**config.mk**
```make
export PLATFORM = sky130hd
export DESIGN_NAME = dmd_decoder
export DESIGN_NICKNAME = d
export VERILOG_FILES = /design/src/dmd_decoder.v /design/src/dmd_regfile.v /design/src/dmd_load_ext.v
export VERILOG_INCLUDE_DIRS = /design/src /design/src/include
export SDC_FILE = /design/constraint.sdc
export NUM_CORES = 2
export LEC_CHECK = 0
export BUFFER_PORTS_ARGS = -buffer_cell sky130_fd_sc_hd__buf_2
export CAP_MARGIN = 20
export CORE_MARGIN = 2
export CORE_UTILIZATION = 40
export DETAILED_ROUTE_END_ITERATION = 16
export SLEW_MARGIN = 20
export SYNTH_ARGS = -nofsm -noshare
export SYNTH_HDL_FRONTEND = slang
export SYNTH_SLANG_ARGS = --single-unit
export TNS_END_PERCENT = 10
```
**constraint.sdc**
```tcl
create_clock -name ref_clk -period 5.96 [get_ports ref_clk]
set_input_delay 1.192 -clock ref_clk [delete_from_list [all_inputs] [get_ports ref_clk]]
set_output_delay 1.192 -clock ref_clk [all_outputs]
set_load 0.005 [all_outputs]
```
**src/include/dmd_defines.vh**
```
/*
  constants of the data-move decoder: opcode groups, sizes, states.
  assumes inclusion by bare name from the design files.
*/
`ifndef DMD_DEFINES_VH
`define DMD_DEFINES_VH

`define DMD_DW 32
`define DMD_NREG 16
`define DMD_RIDX_W 4

// top nibble groups
`define DMD_OP_IDX_ST 4'h0
`define DMD_OP_DISP_ST 4'h1
`define DMD_OP_IND_ST 4'h2
`define DMD_OP_MACW 4'h4
`define DMD_OP_DISP_LD 4'h5
`define DMD_OP_IND_LD 4'h6
`define DMD_OP_R0_DISP 4'h8
`define DMD_OP_PC_WORD 4'h9
`define DMD_OP_BRANCH 4'hA
`define DMD_OP_BASE_REL 4'hC
`define DMD_OP_PC_LONG 4'hD
`define DMD_OP_IMM 4'hE

// low nibble selectors, and the bits 11:8 sub-code of the base group
`define DMD_LO_MOVE 4'h3
`define DMD_LO_IDX_BYTE 4'h4
`define DMD_LO_MAC 4'hF
`define DMD_SUB_EA 4'h7

// access sizes, also the shift used to scale displacements
`define DMD_SZ_BYTE 2'h0
`define DMD_SZ_WORD 2'h1
`define DMD_SZ_LONG 2'h2

// states
`define DMD_ST_IDLE 1'h0
`define DMD_ST_MEM 1'h1

// decode classes
`define DMD_K_NONE 3'h0
`define DMD_K_REG 3'h1
`define DMD_K_LOAD 3'h2
`define DMD_K_STORE 3'h3
`define DMD_K_BRANCH 3'h4
`define DMD_K_MAC 3'h5

`endif

```
**src/dmd_decoder.v**
```verilog
/*
  decodes and executes 16-bit data-move instructions of a 32-bit core,
  plus operand field handling of branch and multiply-accumulate formats.
  assumes the fetch stage holds instr_valid with a stable word and pc until
  taken, and the load/store path answers each mem_req with one mem_ack.
*/
// Behaviour
// - immediate move sign-extends the 8-bit field into the selected register
// - word load from pc plus displacement times 2, sign-extended
// - longword load from aligned pc plus displacement times 4, unchanged
// - register-to-register copy, no memory access
// - store source as byte, word or longword at address in destination
// - load byte, word or longword from source address, sign-extend small
// - pre-decrement destination by size, then store at new address
// - post-increment load: load, then add size to source register
// - store register zero byte or word at destination plus scaled disp
// - store longword at destination plus displacement times 4
// - load byte or word from source plus scaled disp into register zero
// - load longword from source plus displacement times 4
// - store low byte of source at register zero plus destination
// - all moves legal in user mode, one-cycle issue, test flag untouched
// - 12-bit displacement format gives branch target pc plus displacement
// - multiply-accumulate uses the nnnn field as a source operand
// - register zero moves to and from global base plus scaled 8-bit disp
`include "dmd_defines.vh"
module dmd_decoder #(
  parameter DW = `DMD_DW,
  parameter AW = `DMD_RIDX_W
) (
  input wire ref_clk, // core clock, 20 MHz
  input wire reset_n, // async reset, active low
  input wire instr_valid, // fetch offers a word
  input wire [15:0] instr_word, // instruction word
  input wire [DW-1:0] instr_pc, // address of the instruction
  output reg instr_ready, // decoder takes a word this cycle
  input wire [DW-1:0] global_base_register, // base of register-zero moves
  output reg mem_req, // memory access pending
  output reg mem_we, // 1 store, 0 load
  output reg [1:0] mem_size, // byte, word, longword
  output reg [DW-1:0] mem_addr, // access address
  output reg [DW-1:0] mem_wdata, // store data, right-aligned
  input wire mem_ack, // access completes
  input wire [DW-1:0] mem_rdata, // load data, right-aligned
  output reg retire, // instruction finished pulse
  output reg illegal_instr, // word not handled pulse
  output reg branch_valid, // branch target valid pulse
  output reg [DW-1:0] branch_target, // computed branch target
  output reg mac_valid, // mac operands valid pulse
  output reg [DW-1:0] mac_op_n, // mac operand from nnnn
  output reg [DW-1:0] mac_op_m, // mac operand from mmmm
  input wire [AW-1:0] dbg_sel, // debug register select
  output reg [DW-1:0] dbg_data // selected register, one cycle late
);
  // size in bytes of an access code
  function [DW-1:0] size_bytes;
    input [1:0] sz;
    begin
      size_bytes = {{(DW-3){1'b0}}, 3'h1} << sz;
    end
  endfunction

  // zero-extended displacement scaled by access size
  function [DW-1:0] scale_disp;
    input [7:0] disp;
    input [1:0] sz;
    begin
      scale_disp = {{(DW-8){1'b0}}, disp} << sz;
    end
  endfunction

  reg state;
  reg [AW-1:0] pend_dst;
  reg [1:0] pend_size;
  reg pend_post;
  reg [AW-1:0] pend_post_idx;
  reg [DW-1:0] pend_post_val;
  reg pend_post_only;

  wire [3:0] op = instr_word[15:12];
  wire [3:0] fn = instr_word[11:8];
  wire [3:0] fm = instr_word[7:4];
  wire [3:0] lo = instr_word[3:0];
  wire [7:0] d8 = instr_word[7:0];
  wire [7:0] d4 = {4'h0, instr_word[3:0]};
  // longword pc-relative accesses use an aligned pc
  wire [DW-1:0] pc_aligned = {instr_pc[DW-1:2], 2'h0};

  wire [DW-1:0] val_n;
  wire [DW-1:0] val_m;
  wire [DW-1:0] val_zero;
  wire [DW-1:0] val_dbg;
  wire [DW-1:0] load_val;

  // a word is taken only while no access is outstanding
  wire take = instr_valid && instr_ready;
  // an ack outside an access is ignored
  wire ack = (state == `DMD_ST_MEM) && mem_req && mem_ack;

  // decode results
  reg [2:0] d_kind;
  reg [AW-1:0] d_dst;
  reg [DW-1:0] d_val;
  reg [DW-1:0] d_addr;
  reg [1:0] d_size;
  reg [DW-1:0] d_wdata;
  reg d_pre;
  reg d_post;
  reg [DW-1:0] d_upd_val;

  // no privilege check and no flag output: every move is legal and
  // leaves the test flag as it was
  always @* begin
    d_kind = `DMD_K_NONE;
    d_dst = fn;
    d_val = {DW{1'b0}};
    d_addr = {DW{1'b0}};
    d_size = `DMD_SZ_LONG;
    d_wdata = val_m;
    d_pre = 1'b0;
    d_post = 1'b0;
    d_upd_val = {DW{1'b0}};
    case (op)
      `DMD_OP_IMM: begin
        d_kind = `DMD_K_REG;
        d_val = {{(DW-8){d8[7]}}, d8};
      end
      `DMD_OP_PC_WORD: begin
        d_kind = `DMD_K_LOAD;
        d_size = `DMD_SZ_WORD;
        d_addr = instr_pc + scale_disp(d8, `DMD_SZ_WORD);
      end
      `DMD_OP_PC_LONG: begin
        d_kind = `DMD_K_LOAD;
        d_addr = pc_aligned + scale_disp(d8, `DMD_SZ_LONG);
      end
      `DMD_OP_IND_LD: begin
        if (lo == `DMD_LO_MOVE) begin
          d_kind = `DMD_K_REG;
          d_val = val_m;
        end else if (lo[3] == 1'b0 && lo[1:0] != 2'h3) begin
          d_kind = `DMD_K_LOAD;
          d_size = lo[1:0];
          d_addr = val_m;
          d_post = lo[2];
          d_upd_val = val_m + size_bytes(lo[1:0]);
        end
      end
      `DMD_OP_IND_ST: begin
        if (lo[3] == 1'b0 && lo[1:0] != 2'h3) begin
          d_kind = `DMD_K_STORE;
          d_size = lo[1:0];
          d_pre = lo[2];
          d_upd_val = val_n - size_bytes(lo[1:0]);
          // pre-decrement addresses with the reduced base
          d_addr = lo[2] ? d_upd_val : val_n;
        end
      end
      `DMD_OP_R0_DISP: begin
        d_size = fn[1:0];
        // base sits in bits 7:4 in both directions
        d_addr = val_m + scale_disp(d4, fn[1:0]);
        d_wdata = val_zero;
        d_dst = {AW{1'b0}};
        if (fn == 4'h0 || fn == 4'h1) begin
          d_kind = `DMD_K_STORE;
        end else if (fn == 4'h4 || fn == 4'h5) begin
          d_kind = `DMD_K_LOAD;
        end
      end
      `DMD_OP_DISP_ST: begin
        d_kind = `DMD_K_STORE;
        d_addr = val_n + scale_disp(d4, `DMD_SZ_LONG);
      end
      `DMD_OP_DISP_LD: begin
        d_kind = `DMD_K_LOAD;
        d_addr = val_m + scale_disp(d4, `DMD_SZ_LONG);
      end
      `DMD_OP_IDX_ST: begin
        if (lo == `DMD_LO_IDX_BYTE) begin
          d_kind = `DMD_K_STORE;
          d_size = `DMD_SZ_BYTE;
          d_addr = val_zero + val_n;
        end else if (lo == `DMD_LO_MAC) begin
          d_kind = `DMD_K_MAC;
        end
      end
      `DMD_OP_MACW: begin
        if (lo == `DMD_LO_MAC) begin
          d_kind = `DMD_K_MAC;
        end
      end
      `DMD_OP_BRANCH: begin
        d_kind = `DMD_K_BRANCH;
        // branch displacement is not scaled
        d_val = instr_pc + {{(DW-12){fn[3]}}, instr_word[11:0]};
      end
      `DMD_OP_BASE_REL: begin
        d_size = fn[1:0];
        d_dst = {AW{1'b0}};
        d_wdata = val_zero;
        d_addr = global_base_register + scale_disp(d8, fn[1:0]);
        // sub-code 7 puts an aligned pc-relative address in register zero
        if (fn == `DMD_SUB_EA) begin
          d_kind = `DMD_K_REG;
          d_val = pc_aligned + scale_disp(d8, `DMD_SZ_LONG);
        end else if (fn[3] == 1'b0 && fn[1:0] != 2'h3) begin
          d_kind = fn[2] ? `DMD_K_LOAD : `DMD_K_STORE;
        end
      end
      default: begin
        d_kind = `DMD_K_NONE;
      end
    endcase
  end

  // port a: immediate, copy, address and load results
  // port b: pre-decrement at issue, post-increment at completion
  // port a wins, so a load beats the increment on a shared index
  wire issue_reg = take && d_kind == `DMD_K_REG;
  wire issue_pre = take && d_kind == `DMD_K_STORE && d_pre;
  wire wr_a_en = issue_reg || (ack && !pend_post_only);
  wire [AW-1:0] wr_a_idx = ack ? pend_dst : d_dst;
  wire [DW-1:0] wr_a_data = ack ? load_val : d_val;
  wire wr_b_en = issue_pre || (ack && pend_post);
  wire [AW-1:0] wr_b_idx = ack ? pend_post_idx : fn;
  wire [DW-1:0] wr_b_data = ack ? pend_post_val : d_upd_val;

  dmd_regfile #(
    .DW(DW),
    .AW(AW)
  ) u_regs (
    .ref_clk(ref_clk),
    .reset_n(reset_n),
    .rd_a_idx(fn),
    .rd_a_data(val_n),
    .rd_b_idx(fm),
    .rd_b_data(val_m),
    .rd_zero_data(val_zero),
    .rd_dbg_idx(dbg_sel),
    .rd_dbg_data(val_dbg),
    .wr_a_en(wr_a_en),
    .wr_a_idx(wr_a_idx),
    .wr_a_data(wr_a_data),
    .wr_b_en(wr_b_en),
    .wr_b_idx(wr_b_idx),
    .wr_b_data(wr_b_data)
  );

  dmd_load_ext #(
    .DW(DW)
  ) u_ext (
    .size(pend_size),
    .raw(mem_rdata),
    .shaped(load_val)
  );

  // an access holds the fetch side off until its ack edge
  wire is_mem = d_kind == `DMD_K_LOAD || d_kind == `DMD_K_STORE;

  always @(posedge ref_clk or negedge reset_n) begin
    if (!reset_n) begin
      state <= `DMD_ST_IDLE;
      instr_ready <= 1'b1;
      mem_req <= 1'b0;
      mem_we <= 1'b0;
      mem_size <= `DMD_SZ_BYTE;
      mem_addr <= {DW{1'b0}};
      mem_wdata <= {DW{1'b0}};
      pend_dst <= {AW{1'b0}};
      pend_size <= `DMD_SZ_BYTE;
      pend_post <= 1'b0;
      pend_post_only <= 1'b0;
      pend_post_idx <= {AW{1'b0}};
      pend_post_val <= {DW{1'b0}};
      retire <= 1'b0;
      illegal_instr <= 1'b0;
      branch_valid <= 1'b0;
      branch_target <= {DW{1'b0}};
      mac_valid <= 1'b0;
      mac_op_n <= {DW{1'b0}};
      mac_op_m <= {DW{1'b0}};
      dbg_data <= {DW{1'b0}};
    end else begin
      retire <= 1'b0;
      illegal_instr <= 1'b0;
      branch_valid <= 1'b0;
      mac_valid <= 1'b0;
      // debug read: registered copy of the selected register
      dbg_data <= val_dbg;
      case (state)
        `DMD_ST_IDLE: begin
          if (take) begin
            if (is_mem) begin
              // access fields freeze until the ack edge
              state <= `DMD_ST_MEM;
              instr_ready <= 1'b0;
              mem_req <= 1'b1;
              mem_we <= d_kind == `DMD_K_STORE;
              mem_size <= d_size;
              mem_addr <= d_addr;
              mem_wdata <= d_wdata;
              pend_dst <= d_dst;
              pend_size <= d_size;
              pend_post <= d_post;
              pend_post_only <= d_kind == `DMD_K_STORE;
              pend_post_idx <= fm;
              pend_post_val <= d_upd_val;
            end else if (d_kind == `DMD_K_NONE) begin
              illegal_instr <= 1'b1;
            end else begin
              retire <= 1'b1;
            end
            if (d_kind == `DMD_K_BRANCH) begin
              branch_valid <= 1'b1;
              branch_target <= d_val;
            end
            if (d_kind == `DMD_K_MAC) begin
              mac_valid <= 1'b1;
              mac_op_n <= val_n;
              mac_op_m <= val_m;
            end
          end
        end
        `DMD_ST_MEM: begin
          // next word may be taken on the edge after the ack
          if (ack) begin
            state <= `DMD_ST_IDLE;
            instr_ready <= 1'b1;
            mem_req <= 1'b0;
            pend_post <= 1'b0;
            retire <= 1'b1;
          end
        end
        // unreachable code: recover to idle
        default: begin
          state <= `DMD_ST_IDLE;
          instr_ready <= 1'b1;
          mem_req <= 1'b0;
        end
      endcase
    end
  end
endmodule // dmd_decoder

```
**src/dmd_regfile.v**
```verilog
/*
  general register file: flip-flop storage, three read ports plus a debug
  read, two write ports with port a taking priority on the same index.
  assumes single clock and active-low asynchronous reset.
*/
module dmd_regfile #(
  parameter DW = 32,
  parameter AW = 4
) (
  input wire ref_clk, // core clock
  input wire reset_n, // async reset, active low
  input wire [AW-1:0] rd_a_idx, // read port a index
  output wire [DW-1:0] rd_a_data, // read port a data
  input wire [AW-1:0] rd_b_idx, // read port b index
  output wire [DW-1:0] rd_b_data, // read port b data
  output wire [DW-1:0] rd_zero_data, // register zero
  input wire [AW-1:0] rd_dbg_idx, // debug read index
  output wire [DW-1:0] rd_dbg_data, // debug read data
  input wire wr_a_en, // write port a enable
  input wire [AW-1:0] wr_a_idx, // write port a index
  input wire [DW-1:0] wr_a_data, // write port a data
  input wire wr_b_en, // write port b enable
  input wire [AW-1:0] wr_b_idx, // write port b index
  input wire [DW-1:0] wr_b_data // write port b data
);
  reg [DW-1:0] regs [0:(1<<AW)-1];

  genvar gi;
  generate
    for (gi = 0; gi < (1 << AW); gi = gi + 1) begin : g_reg
      always @(posedge ref_clk or negedge reset_n) begin
        if (!reset_n) begin
          regs[gi] <= {DW{1'b0}};
        end else if (wr_a_en && {{(32-AW){1'b0}}, wr_a_idx} == gi) begin
          regs[gi] <= wr_a_data;
        end else if (wr_b_en && {{(32-AW){1'b0}}, wr_b_idx} == gi) begin
          regs[gi] <= wr_b_data;
        end
      end
    end
  endgenerate

  assign rd_a_data = regs[rd_a_idx];
  assign rd_b_data = regs[rd_b_idx];
  assign rd_zero_data = regs[0];
  assign rd_dbg_data = regs[rd_dbg_idx];
endmodule // dmd_regfile

```
**src/dmd_load_ext.v**
```verilog
/*
  shapes returned load data: keeps the low byte or word and sign-extends
  it, or passes a longword unchanged.
  assumes load data arrives right-aligned in the low bits.
*/
`include "dmd_defines.vh"
module dmd_load_ext #(
  parameter DW = 32
) (
  input wire [1:0] size, // access size code
  input wire [DW-1:0] raw, // data from memory
  output reg [DW-1:0] shaped // value for the register
);
  always @* begin
    case (size)
      `DMD_SZ_BYTE: shaped = {{(DW-8){raw[7]}}, raw[7:0]};
      `DMD_SZ_WORD: shaped = {{(DW-16){raw[15]}}, raw[15:0]};
      default: shaped = raw;
    endcase
  end
endmodule // dmd_load_ext

```
==> qor.yml <==
busiest_layer: "met2"
vias_per_cell: 6.95
syn-cell-area_um2: 57600
syn_to_final_growth_pct: 22.5
cts_buffers: 90
synth_warnings: 0
startpoint_type: "primary input"
power_frac_seq: 0.396
finalPower_mw: 12.9
row_count: 139
crit_arrival_ps: 6040
ctsHoldBuffers: 0
use_met2: 0.601
finalSetupTns_ps: 0
hold_path.class: "in -> async"
h-tree-depth: 3
synthesis.nets: 6438
yosys-top-cells-count: "nand2_1, dfrtp_1, nor2_1"
ys.flop_type: "dfrtp_1"
max_freq_ghz: 0.185
ys_types: 98
p_sw_mw: 3.85
fp.dieH_um: 384
dieArea_um2: 147000
r2r_cells: 14
grt_max_degree: 155
totalWireLength_um: 322000
finalSetupViolations: 0
worstMarginPinSlew_ps: 1190
clock_latency_ps: 780
placed_cell_area_um2: 67500
dieWidth_um: 384
synthSimpleGateAreaFrac: 0.156
rsz0062_at_grt: "no"
synth-edff-count: 0
swShare: 0.298
p_int_mw: 9.09
start_util: 0.402
slew_headroom: 0.209
seq_area_frac_synth: 0.328
stdcell_area_um2: 70600
hold_viol: 0
drt_iter0_markers: 9156
cts.path.max_buffers: 3
grt_usage: 0.427
synth-xor-area-share: 0.0310
wl_per_cell_um: 36.0
grt_pass1_vias: 58698
post_cts_buffers: 0
cts_root_buffer: "clkbuf_16"
endpoint_kind: "flop"
timing.final.crit_share: 0.907
yosys.area.top_type: "dfrtp_1"
cts_tree: "yes"
synth_top_area_share: 0.327
r2r_start: "u_regs.rd_zero_data[3]$_DFFE_PN0P_"
yosys.area_share.adder: 0.0268
clock_skew_ps: 55.5
ctsResizeCount: 0
coreArea_um2: 143000
synth_top_family_by_area: "compound AO/OA/AOI/OAI gates"
io_pins: 321
synth_area_leaders: "dfrtp_1, mux4_2, nand2_1"
status: "completed"
period_minus_slack_ps: 5400
drive_gt1_frac: 0.279
overflow: 0
fill_cells: 13353
antenna_found_initial: 19
synth.avg_cell_area_um2: 9.30
gr-usage-met1: 0.526
drt_pre_antenna_iters: 6
drc: 0
worstSetupPathType: "in -> reg"
detailed_place_hpwl_um: 240000
nets: 7188
met3_usage: 0.175
antenna_left: 0
path_clk_slew_ps: 60
critical_path.startpoint: "instr_word[6]"
power.leakage_nw: 30.7
max_cap_violations: 0
syn_inst: 6200
path_max_fanout: 23
grt_pass1_wl_um: 448000
port_buffers: 320
pwr-share-comb: 0.144
place_congestion: 1.11
report.final.slew_viol_count: 0
synth.most_common_cell: "nand2_1"
required_ps: 6590
ir_drop_uv: 223
cts_sinks: 755
synth-async-reset-ratio: 1.00
yosys_register_bits: 755
vias: 62147
power.density_nw_per_um2: 183
synth_compound_area_frac: 0.217
synth_mux_area_frac: 0.198
p_clk_frac: 0.460
utilization: 0.493
==> cells in the final DEF, fill, tap and decap left out, types with 24 or more instances in the layout <==
cell       netlist  routed
a211oi_1       229     211
a21o_1          70      70
a21oi_1        479     478
a221oi_1        55      52
a22oi_1        135     135
a2bb2oi_1       28      28
a31oi_1        156     146
and2_1         105     104
and3_1          46      45
buf_12           1      82
buf_2           48     311
buf_4           30     788
clkbuf_16        0      90
clkinv_2         0      24
dfrtp_1        754     754
ha_1           109     108
inv_1           55      54
mux2_2          43      43
mux2i_1        113     113
mux4_2         428     428
nand2_1        800     799
nand2b_1        36      36
nand3_1        120     117
nand4_1         35      35
nor2_1         587     549
nor2b_1         33      31
nor3_1         111     108
nor4_1          35      33
o211ai_1        27      27
o21a_1          34      34
o21ai_0        366     354
o21ai_1         23      31
o22ai_1         55      55
o31ai_1         38      38
or3_1           26      24
xnor2_1        132     132
xor2_1          72      72
==> layer usage <==
metal / part of all wire / vias to the layer above
met4: 0.086 / 22
li1: - / 25034
met3: 0.15 / 1314
met5: 0.00089 / -
met1: 0.35 / 30530
met2: 0.41 / 5247
==> critical path, cell delays in order <==
cell and delay (ps):
buf_4 340, buf_4 450, mux4_2 380, mux4_2 620, ha_1 370, nor2_1 50
nor2_1 260, o41ai_1 160, buf_4 180, or2_2 410, nor4_1 640, xor2_1 180
a2111oi_1 440, buf_4 230, a31oi_1 90
==> power groups by stage <==
stage	registers, mW	logic [mW]	clock network (mW)
2_1_floorplan	5.22	0.928	0
3_3_place_gp	5.22	1.79	0
3_5_place_dp	5.22	1.79	0
4_1_cts	5.13	1.80	5.96
5_1_grt	5.12	1.93	6.17
6_report	5.13	1.87	5.95
==> final timing paths <==
| kind | end | slack, ps |
|---|---|---|
| max in group asynchronous | u_regs.regs[56]$_DFFE_PN0P_ | 4010 |
| setup reg to reg | u_regs.regs[158]$_DFFE_PN0P_ | 980 |
| hold reg to reg | mac_op_m[13]$_DFFE_PN0P_ | 470 |
| hold / removal | mem_addr[29]$_DFFE_PN0P_ | 470 |
| setup / recovery | mem_addr[31]$_DFFE_PN0P_ | 560 |
| min in group ref_clk | mac_op_m[13]$_DFFE_PN0P_ | 470 |
==> flip-flops by register name, summed over array words and instances, names as in the netlist <==
name and count:
u_regs.regs 480, branch_target 32, dbg_data 32, mac_op_m 32
mac_op_n 32, mem_addr 32, mem_wdata 32, pend_post_val 32
u_regs.rd_zero_data 32, pend_dst 4, pend_post_idx 4, pend_size 2
branch_valid 1, illegal_instr 1, instr_ready 1, mac_valid 1
mem_req 1, pend_post 1, pend_post_only 1, retire 1
state 1
==> kinds of logic (layout without fill, tap and decap cells) <==
kind of cell,Yosys count,count (layout)
AOI/OAI and AO/OA,1922,1922
xor gates and xnor gates,204,204
adders and majority gates,118,118
buffers and inverters,589,1415
DFF,755,755
muxes,590,590
other,0,13
and+or+nand+nor,2022,2022
==> stage by stage <==
step	worst slack (ps)	hold slack (ps)	std cells
after floorplan	-511	437	6200
after global placement	-21.3	450	8757
after detailed placement	-20.9	462	8760
after CTS	721	478	8928
after global routing	321	494	8933
final	555	466	8942
==> final cells by class <==
class / count / area (µm²) / area share
Inverter: 61 / 229 / 0.00324
Tap cell: 1903 / 2380 / 0.0337
Clock inverter: 54 / 616 / 0.00872
Sequential cell: 755 / 18900 / 0.268
Antenna cell: 13 / 32.5 / 0.000461
Multi-Input combinational cell: 4856 / 36800 / 0.521
Clock buffer: 114 / 2450 / 0.0347
Timing Repair Buffer: 1186 / 9180 / 0.130
(Power assumes the default switching activity.)
